File: config.mk
export PLATFORM = sky130hd
export DESIGN_NAME = tcic_timer
export DESIGN_NICKNAME = d
export VERILOG_FILES = /design/src/rtl/tcic_pkg.sv /design/src/rtl/tcic_capture_filter.sv /design/src/rtl/tcic_timer.sv
export VERILOG_INCLUDE_DIRS = /design/src /design/src/rtl
export SDC_FILE = /design/constraint.sdc
export NUM_CORES = 1
export LEC_CHECK = 0
export BUFFER_PORTS_ARGS = -buffer_cell sky130_fd_sc_hd__buf_2
export CORE_MARGIN = 8
export CORE_UTILIZATION = 40
export CTS_BUF_LIST = sky130_fd_sc_hd__clkbuf_8 sky130_fd_sc_hd__clkbuf_16
export CTS_CLUSTER_DIAMETER = 120
export CTS_CLUSTER_SIZE = 40
export DETAILED_ROUTE_END_ITERATION = 12
export GPL_ROUTABILITY_DRIVEN = 1
export PLACE_DENSITY = 0.63
export RECOVER_POWER = 25
export SLEW_MARGIN = 20
export SYNTH_ARGS = -nofsm -noshare
export SYNTH_HDL_FRONTEND = slang
export SYNTH_SLANG_ARGS = --single-unit
File: constraint.sdc
create_clock -name ref_clk -period 3.9 [get_ports ref_clk]
set_input_delay 0.585 -clock ref_clk [delete_from_list [all_inputs] [get_ports ref_clk]]
set_output_delay 0.585 -clock ref_clk [all_outputs]
set_load 0.01 [all_outputs]
File: src/rtl/tcic_regs.svh
// register offsets, field positions, reset values and counts of the timer
// What this block does
// (RULE1) four flags: overflow, compare A, compare B, capture
// (RULE2) 8-bit mode has two independent compare units
// (RULE3) 16-bit mode has only compare unit A
// (RULE4) clear-on-match mode clears counter on match
// (RULE5) filter needs four equal samples to change
// (RULE6) filter delays each capture by four cycles
// (RULE7) edge select: zero falling, one rising
// (RULE8) capture edge copies counter into capture register
// (RULE9) capture sets flag; enabled flag requests interrupt
// (RULE10) software writes zero to mode bit 3
// (RULE11) mode bits 2 and 1 read zero
// (RULE12) mode bit 0 picks normal or clear-on-match
// (RULE13) source bits 1:0 select; 7:2 read zero
// (RULE14) capture interrupt only when its mask bit set
// (RULE15) counter low byte is readable and writable
// (RULE16) counter write blocks match on next tick
// (RULE17) 16-bit mode: low byte is count bits 7:0
// (RULE18) normal mode wraps at maximum, sets overflow
// (RULE19) compare equality sets flag; A is top
`ifndef TCIC_REGS_SVH
`define TCIC_REGS_SVH

// ==========================================================
// register byte offsets
`define TC_OFF_MODE      12'h000
`define TC_OFF_SRC       12'h004
`define TC_OFF_CNTL      12'h008
`define TC_OFF_CNTH      12'h00c
`define TC_OFF_CMPA      12'h010
`define TC_OFF_CMPB      12'h014
`define TC_OFF_CAPT      12'h018
`define TC_OFF_FLAGS     12'h01c
`define TC_OFF_MASK      12'h020
`define TC_OFF_CFG       12'h024

// ==========================================================
// field positions
`define TC_MODE_FILT_BIT 5
`define TC_MODE_EDGE_BIT 4
`define TC_MODE_WAVE_BIT 0
`define TC_CFG_RUN_BIT   0
`define TC_CFG_WIDE_BIT  1

// ==========================================================
// reset values and counts
`define TC_SRC_RESET     2'h0
`define TC_CFG_RESET     2'h0
`define TC_CNT_RESET     16'h0000
`define TC_CMP_RESET     16'h0000
`define TC_FLAGS_RESET   4'h0
`define TC_TICK_DIV      8'h01
`define TC_FILT_SAMPLES  4

`endif

File: src/rtl/tcic_pkg.sv
// types shared by the timer files
package tcic_pkg;

    typedef enum logic {
        TCIC_NORMAL,
        TCIC_CLEAR_ON_MATCH
    } tcic_wave_t;

    typedef struct packed {
        logic capture;
        logic cmpB;
        logic cmpA;
        logic overflow;
    } tcic_flags_t;

endpackage

File: src/rtl/tcic_capture_filter.sv
// optional noise filter on the selected capture source
`timescale 1ns/10ps
`include "tcic_regs.svh"

module tcic_capture_filter #(
    parameter int SAMPLES = `TC_FILT_SAMPLES
) (
    // clock and reset
    input  wire logic ref_clk,
    input  wire logic reset,
    // control and data
    input  wire logic filterEn,
    input  wire logic capIn,
    output logic      capOut
);

    logic [SAMPLES-1:0] hist_ff;
    logic               capOut_ff;

    // ==========================================================
    // sample history and output decision
    wire allHigh = &hist_ff;
    wire allLow  = ~|hist_ff;
    // the filtered path costs four extra cycles over the direct path [RULE6]
    wire nxt_capOut = filterEn ? (allHigh ? 1'b1 : (allLow ? 1'b0 : capOut_ff)) : capIn; // [RULE5]
    wire [SAMPLES-1:0] nxt_hist = {hist_ff[SAMPLES-2:0], capIn};

    always_ff @(posedge ref_clk) begin
        if (reset) begin
            hist_ff   <= '0;
            capOut_ff <= 1'b0;
        end else begin
            hist_ff   <= nxt_hist;
            capOut_ff <= nxt_capOut;
        end
    end

    assign capOut = capOut_ff;

endmodule

File: src/rtl/tcic_timer.sv
// timer/counter with two compare units, input capture and an apb slave
`timescale 1ns/10ps
`include "tcic_regs.svh"

module tcic_timer #(
    parameter logic [7:0] TICK_DIV = `TC_TICK_DIV,
    parameter int         SAMPLES  = `TC_FILT_SAMPLES
) (
    // clock and reset
    input  wire logic        ref_clk,
    input  wire logic        reset,
    // apb slave
    input  wire logic        psel,
    input  wire logic        penable,
    input  wire logic        pwrite,
    input  wire logic [11:0] paddr,
    input  wire logic [31:0] pwdata,
    output logic      [31:0] prdata,
    output logic             pready,
    output logic             pslverr,
    // capture source pins
    input  wire logic [3:0]  captureSrc,
    // interrupt requests: capture, compare B, compare A, overflow
    output logic      [3:0]  irqReq
);

    // ==========================================================
    // state
    logic [31:0]             prdata_ff;
    logic                    pready_ff;
    logic                    pslverr_ff;
    logic [3:0]              irqReq_ff;
    logic                    filterEn_ff;
    logic                    edgeSel_ff;
    tcic_pkg::tcic_wave_t    wave_ff;
    logic [1:0]              srcSel_ff;
    logic [1:0]              cfg_ff;
    logic [15:0]             cnt_ff;
    logic [15:0]             cmpA_ff;
    logic [7:0]              cmpB_ff;
    logic [15:0]             capt_ff;
    tcic_pkg::tcic_flags_t   flags_ff;
    logic [3:0]              mask_ff;
    logic                    blockMatch_ff;
    logic [7:0]              divCnt_ff;
    logic [3:0]              sync1_ff;
    logic [3:0]              sync2_ff;
    logic                    capPrev_ff;
    logic                    capFilt;

    // ==========================================================
    // apb decode
    wire access  = psel & penable;
    wire wrEn    = access & pready_ff & pwrite;
    wire hitMode = (paddr == `TC_OFF_MODE);
    wire hitSrc  = (paddr == `TC_OFF_SRC);
    wire hitCntL = (paddr == `TC_OFF_CNTL);
    wire hitCntH = (paddr == `TC_OFF_CNTH);
    wire hitCmpA = (paddr == `TC_OFF_CMPA);
    wire hitCmpB = (paddr == `TC_OFF_CMPB);
    wire hitCapt = (paddr == `TC_OFF_CAPT);
    wire hitFlg  = (paddr == `TC_OFF_FLAGS);
    wire hitMask = (paddr == `TC_OFF_MASK);
    wire hitCfg  = (paddr == `TC_OFF_CFG);
    wire hitAny  = hitMode | hitSrc | hitCntL | hitCntH | hitCmpA | hitCmpB |
                   hitCapt | hitFlg | hitMask | hitCfg;
    wire wrMode  = wrEn & hitMode;
    wire wrSrc   = wrEn & hitSrc;
    wire wrCntL  = wrEn & hitCntL;
    wire wrCntH  = wrEn & hitCntH;
    wire wrCmpA  = wrEn & hitCmpA;
    wire wrCmpB  = wrEn & hitCmpB;
    wire wrFlg   = wrEn & hitFlg;
    wire wrMask  = wrEn & hitMask;
    wire wrCfg   = wrEn & hitCfg;
    wire wrCnt   = wrCntL | wrCntH;

    // one wait state: pready rises in the second access cycle
    wire nxt_pready  = access & ~pready_ff;

    // ==========================================================
    // read data
    // bit 3 is not stored, so a stray one written there has no effect [RULE10]
    wire [7:0] modeRd = {2'b00, filterEn_ff, edgeSel_ff, 3'b000, wave_ff}; // [RULE11]
    wire [7:0] srcRd  = {6'h00, srcSel_ff}; // [RULE13]
    wire [31:0] rdData =
        hitMode ? {24'h000000, modeRd} :
        hitSrc  ? {24'h000000, srcRd} :
        hitCntL ? {24'h000000, cnt_ff[7:0]} : // [RULE15]
        hitCntH ? {24'h000000, cnt_ff[15:8]} :
        hitCmpA ? {16'h0000, cmpA_ff} :
        hitCmpB ? {24'h000000, cmpB_ff} :
        hitCapt ? {16'h0000, capt_ff} :
        hitFlg  ? {28'h0000000, flags_ff} :
        hitMask ? {28'h0000000, mask_ff} :
        hitCfg  ? {30'h0, cfg_ff} : 32'h00000000;
    wire [31:0] nxt_prdata  = (nxt_pready & ~pwrite) ? rdData : 32'h00000000;
    wire        nxt_pslverr = nxt_pready & ~hitAny;

    // ==========================================================
    // timer clock enable from the divider
    wire       run     = cfg_ff[`TC_CFG_RUN_BIT];
    wire       wide    = cfg_ff[`TC_CFG_WIDE_BIT];
    wire       tick    = run & (divCnt_ff == (TICK_DIV - 8'h01));
    wire [7:0] nxt_div = (tick | ~run) ? 8'h00 : divCnt_ff + 8'h01;

    // ==========================================================
    // counter and compare
    wire        clear_on_match_mode     = (wave_ff == tcic_pkg::TCIC_CLEAR_ON_MATCH); // [RULE12]
    wire [15:0] cntVal  = wide ? cnt_ff : {8'h00, cnt_ff[7:0]}; // [RULE17]
    wire [15:0] cntMax  = wide ? 16'hffff : 16'h00ff;
    wire [15:0] cmpAVal = wide ? cmpA_ff : {8'h00, cmpA_ff[7:0]};
    wire        matchA  = tick & ~blockMatch_ff & (cntVal == cmpAVal); // [RULE16] [RULE19]
    // unit B exists only while the counter is eight bits wide
    wire        matchB  = tick & ~blockMatch_ff & ~wide & (cnt_ff[7:0] == cmpB_ff); // [RULE2] [RULE3]
    wire        atMax   = cntVal == cntMax;
    wire        ovfEvt  = tick & atMax; // [RULE18]
    wire        clrCnt  = clear_on_match_mode & matchA; // [RULE4]
    wire [15:0] cntInc  = (clrCnt | atMax) ? 16'h0000 : cntVal + 16'h0001;
    wire [15:0] cntWr   = wrCntL ? {cnt_ff[15:8], pwdata[7:0]} : {pwdata[7:0], cnt_ff[7:0]};
    // a software write wins over a tick in the same cycle
    wire [15:0] nxt_cnt = wrCnt ? cntWr : (tick ? cntInc : cnt_ff);
    wire        nxt_block = wrCnt | (blockMatch_ff & ~tick); // [RULE16]

    // ==========================================================
    // capture path: only the second sync stage is read
    wire capRaw   = sync2_ff[srcSel_ff]; // [RULE13]
    wire capEvent = edgeSel_ff ? (capFilt & ~capPrev_ff) : (~capFilt & capPrev_ff); // [RULE7]
    wire [15:0] nxt_capt = capEvent ? cntVal : capt_ff; // [RULE8]

    tcic_capture_filter #(
        .SAMPLES  (SAMPLES)
    ) u_filter (
        .ref_clk  (ref_clk),
        .reset    (reset),
        .filterEn (filterEn_ff),
        .capIn    (capRaw),
        .capOut   (capFilt)
    );

    // ==========================================================
    // flags: a set in the same cycle as a clear wins
    wire [3:0] setVec  = {capEvent, matchB, matchA, ovfEvt}; // [RULE1] [RULE9]
    wire [3:0] clrVec  = wrFlg ? pwdata[3:0] : 4'h0;
    wire [3:0] nxt_flg = (flags_ff & ~clrVec) | setVec;
    wire [3:0] nxt_irq = flags_ff & mask_ff; // [RULE9] [RULE14]

    // ==========================================================
    // registers
    always_ff @(posedge ref_clk) begin
        if (reset) begin
            prdata_ff  <= 32'h00000000;
            pready_ff  <= 1'b0;
            pslverr_ff <= 1'b0;
        end else begin
            prdata_ff  <= nxt_prdata;
            pready_ff  <= nxt_pready;
            pslverr_ff <= nxt_pslverr;
        end
    end

    always_ff @(posedge ref_clk) begin
        if (reset) begin
            filterEn_ff <= 1'b0;
            edgeSel_ff  <= 1'b0;
            wave_ff     <= tcic_pkg::TCIC_NORMAL;
            srcSel_ff   <= `TC_SRC_RESET;
            cfg_ff      <= `TC_CFG_RESET;
            mask_ff     <= `TC_FLAGS_RESET;
        end else begin
            if (wrMode) begin
                filterEn_ff <= pwdata[`TC_MODE_FILT_BIT];
                edgeSel_ff  <= pwdata[`TC_MODE_EDGE_BIT];
                wave_ff     <= tcic_pkg::tcic_wave_t'(pwdata[`TC_MODE_WAVE_BIT]);
            end
            if (wrSrc) srcSel_ff <= pwdata[1:0];
            if (wrCfg) cfg_ff <= pwdata[1:0];
            if (wrMask) mask_ff <= pwdata[3:0];
        end
    end

    always_ff @(posedge ref_clk) begin
        if (reset) begin
            cnt_ff        <= `TC_CNT_RESET;
            cmpA_ff       <= `TC_CMP_RESET;
            cmpB_ff       <= 8'h00;
            blockMatch_ff <= 1'b0;
            divCnt_ff     <= 8'h00;
        end else begin
            cnt_ff        <= nxt_cnt;
            blockMatch_ff <= nxt_block;
            divCnt_ff     <= nxt_div;
            if (wrCmpA) cmpA_ff <= pwdata[15:0];
            if (wrCmpB) cmpB_ff <= pwdata[7:0];
        end
    end

    always_ff @(posedge ref_clk) begin
        if (reset) begin
            sync1_ff   <= 4'h0;
            sync2_ff   <= 4'h0;
            capPrev_ff <= 1'b0;
            capt_ff    <= 16'h0000;
            flags_ff   <= tcic_pkg::tcic_flags_t'(`TC_FLAGS_RESET);
            irqReq_ff  <= 4'h0;
        end else begin
            sync1_ff   <= captureSrc;
            sync2_ff   <= sync1_ff;
            capPrev_ff <= capFilt;
            capt_ff    <= nxt_capt;
            flags_ff   <= tcic_pkg::tcic_flags_t'(nxt_flg);
            irqReq_ff  <= nxt_irq;
        end
    end

    assign prdata  = prdata_ff;
    assign pready  = pready_ff;
    assign pslverr = pslverr_ff;
    assign irqReq  = irqReq_ff;
endmodule

==> flow_summary.yaml <==
pwr:
  p_leak_nw: 2.34
  p_per_area_nw_per_um2: 451
  ir_worst_vdd_mv: 0.316
timing:
  fin_crit_sh: 0.674
  tightest_slew_ns: 1.12
  rsz0062_at_grt: "false"
  setup_violations: 0
  clock_skew_ns: 0.00679
  hold_violations: 0
  slew_viol_final: 0
  min_period_ns: 2.63
  max_freq_mhz: 380
  slew_headroom: 0.255
  tns_ns: 0
routing:
  dr.pass1.iters: 6
  drc_errors: 0
  drtAntennaViolNets: 0
  routed_via_density: 5.63
  drtIter0Drc: 537
  wl_met2_um: 7370
  avgRoutedWirePerCell_um: 18.3
  vias: 5142
  top_layer: "met4"
  wl_um: 16800
  routedLengthMet1_um: 7320
  wl_met3_um: 1750
cts:
  h-tree-depth: 4
  hold_buffers: 0
  cts_tree: "yes"
  cts_setup_buffers: 0
  clockBufferDepth: 2
  cts_buffers: 17
  root_buffer: "clkbuf_16"
  clk_latency_ns: 0.41
  cts_resized: 0
  clkSinkCount: 116
  clk_pin_slew_ns: 0.05
critical_path:
  rr_worst_depth: 7
  max_stage_delay_ns: 0.66
  criticalPathCategory: "reg2reg"
  r2r_end: "cnt_ff[8]"
  arrival_ns: 2.93
  startpoint_type: "flop"
  crit_end: "cnt_ff[8]"
  rrSetupSlack_ns: 1.27
  crit_chain: "ha_1 > nand2_1 > nor3_1 > a21bo_2 > a21oi_2 > and2_1 > a31o_1"
  worstReg2RegStart: "cnt_ff[1]"
  startpoint: "cnt_ff[1]"
  path_max_fanout: 8
  worstPathRequired_ns: 4.20
  cp_slowest_cell: "nor3_1"
  end_kind: "flop"
global_route:
  grt-ovfl-total: 0
  grt_pass1_vias: 4981
  grt_pass1_wl_um: 26900
  antenna_found_initial: 0
  track_usage: 0.188
  grt_max_degree: 70
final_layout:
  drive_gt1_frac: 0.125
  nets: 778
  syn_to_final_growth_pct: 16.0
  num-fill-cells: 1344
  utilization: 0.476
  n_antenna_cell: 0
logic_synthesis:
  syn_area_per_cell_sq_um: 8.28
  synth-main-ff-cell: "dfxtp_1"
  netlist_area_sq_um: 5700
  synth_top_cell_by_area: "dfxtp_1"
  synth_edf_count: 0
  synth_seq_cells: 116
  synth_cell_types: 62
  postSynthCellCount: 688
  ys_seq_area_frac: 0.407
  yosysMostFrequentCell: "dfxtp_1"
  synth.top_cell.area_share: 0.407
  synth_area_leaders: "dfxtp_1 (41%), nand2_1 (6.5%), a21oi_1 (5.2%)"
  yosys-top-cells-count: "dfxtp_1 (116), nand2_1 (98), a21oi_1 (59), nor2_1 (59), nand3_1 (33)"
  async_flop_share: 0
  ys.warnings.count: 0
place:
  routabilityCongestion: 0.905
  io_buffer_count: 58
  hpwl_um: 12000
floorplanning:
  die_w_um: 135
  core-area_sq_um: 13900
  io-pin-count: 91
  num_rows: 43
  start_util: 0.411
  die_area_sq_um: 18300
  die_height_um: 135
worst_hold_path:
  hp-class: "in2reg"
flow_run:
  maxCapViolCount: 0
status:
  status: "finished clean"
[cell usage in the layout, fill, tap and decap left out, drive strengths merged, types with 10 or more instances in the layout]
master / netlist / final
a21oi: 60 / 60
a22oi: 22 / 22
and3: 13 / 13
buf: 35 / 44
clkbuf: 30 / 41
conb: 1 / 16
dfxtp: 116 / 116
mux2i: 26 / 26
nand2: 100 / 100
nand3: 34 / 34
nand4: 10 / 10
nor2: 60 / 60
nor2b: 16 / 16
nor3: 22 / 22
o21ai: 16 / 16
xnor2: 27 / 27
xor2: 12 / 12
[flip-flops by register name (all words and copies together), names as in the netlist, 2 cells and up]
signal	count
capt_ff	16
cfg_ff	2
cmpA_ff	16
cmpB_ff	8
cnt_ff	16
divCnt_ff	8
flags_ff	4
irqReq	4
mask_ff	4
prdata	16
srcSel_ff	2
sync1_ff	4
sync2_ff	4
u_filter.hist_ff	4
[how the worst min path moves through the flow]
stage                  start          end  slack [ns]  cells after the start
6_report       captureSrc[3]  sync1_ff[3]        0.39                      2
5_1_grt        captureSrc[0]  sync1_ff[0]        0.37                      2
4_1_cts        captureSrc[1]  sync1_ff[1]        0.37                      2
3_5_place_dp     sync1_ff[1]  sync2_ff[1]        0.43                      1
3_3_place_gp     sync1_ff[0]  sync2_ff[0]        0.43                      1
2_1_floorplan    sync1_ff[0]  sync2_ff[0]        0.41                      1
[per-stage QoR]
stage,instances,hold slack [ns],worst slack (ns),cell area [sq um],power (W)
floorplan,703,0.414,1.72,5760,0.00130
global placement,883,0.428,0.971,6000,0.00133
detailed placement,883,0.433,0.941,6000,0.00134
CTS,914,0.367,1.29,6640,0.00300
global route,914,0.374,1.08,6610,0.00308
finish,914,0.386,1.27,6610,0.00298
[layer usage]
metal,vias up,track usage
li1,2443,-
met1,2430,0.252
met2,242,0.273
met3,27,0.0619
met4,0,0.0709
met5,-,0
[worst max-delay path, delay by kind of cell (launching register included)]
kind	cells	cell delay [ns]
and+or+nand+nor	3	1.07
DFF	1	0.61
AOI/OAI and AO/OA	3	0.54
adders and majority gates	1	0.31
[cell families (layout without fill, tap and decap cells)]
logic type / Yosys count / after routing / synth area share
AOI/OAI and AO/OA: 143 / 143 / 0.160
xor gates and xnor gates: 39 / 39 / 0.0599
buffers and inverters: 72 / 103 / 0.0619
and+or+nand+nor: 286 / 286 / 0.252
other: 1 / 16 / 0.000658
DFF: 116 / 116 / 0.407
muxes: 28 / 28 / 0.0516
adders and majority gates: 3 / 3 / 0.00659
[area by class of cell]
type	instances	area, sq um	share of cell area
clock buffers	20	467	0.0706
clock inverters	11	175	0.0265
inverters	7	26.3	0.00397
multi-input cells	515	3080	0.466
flip-flops and latches	116	2320	0.351
well taps	180	225	0.0341
repair buffers	65	317	0.0479
[power breakdown]
group	internal [W]	total, W	switching [W]
clock network	0.00112	0.00167	0.000551
registers	0.00119	0.00120	0.00000568
logic	0.0000337	0.000114	0.0000802
total	0.00234	0.00298	0.000637
Note: power is estimated with default switching activity, not from simulation.
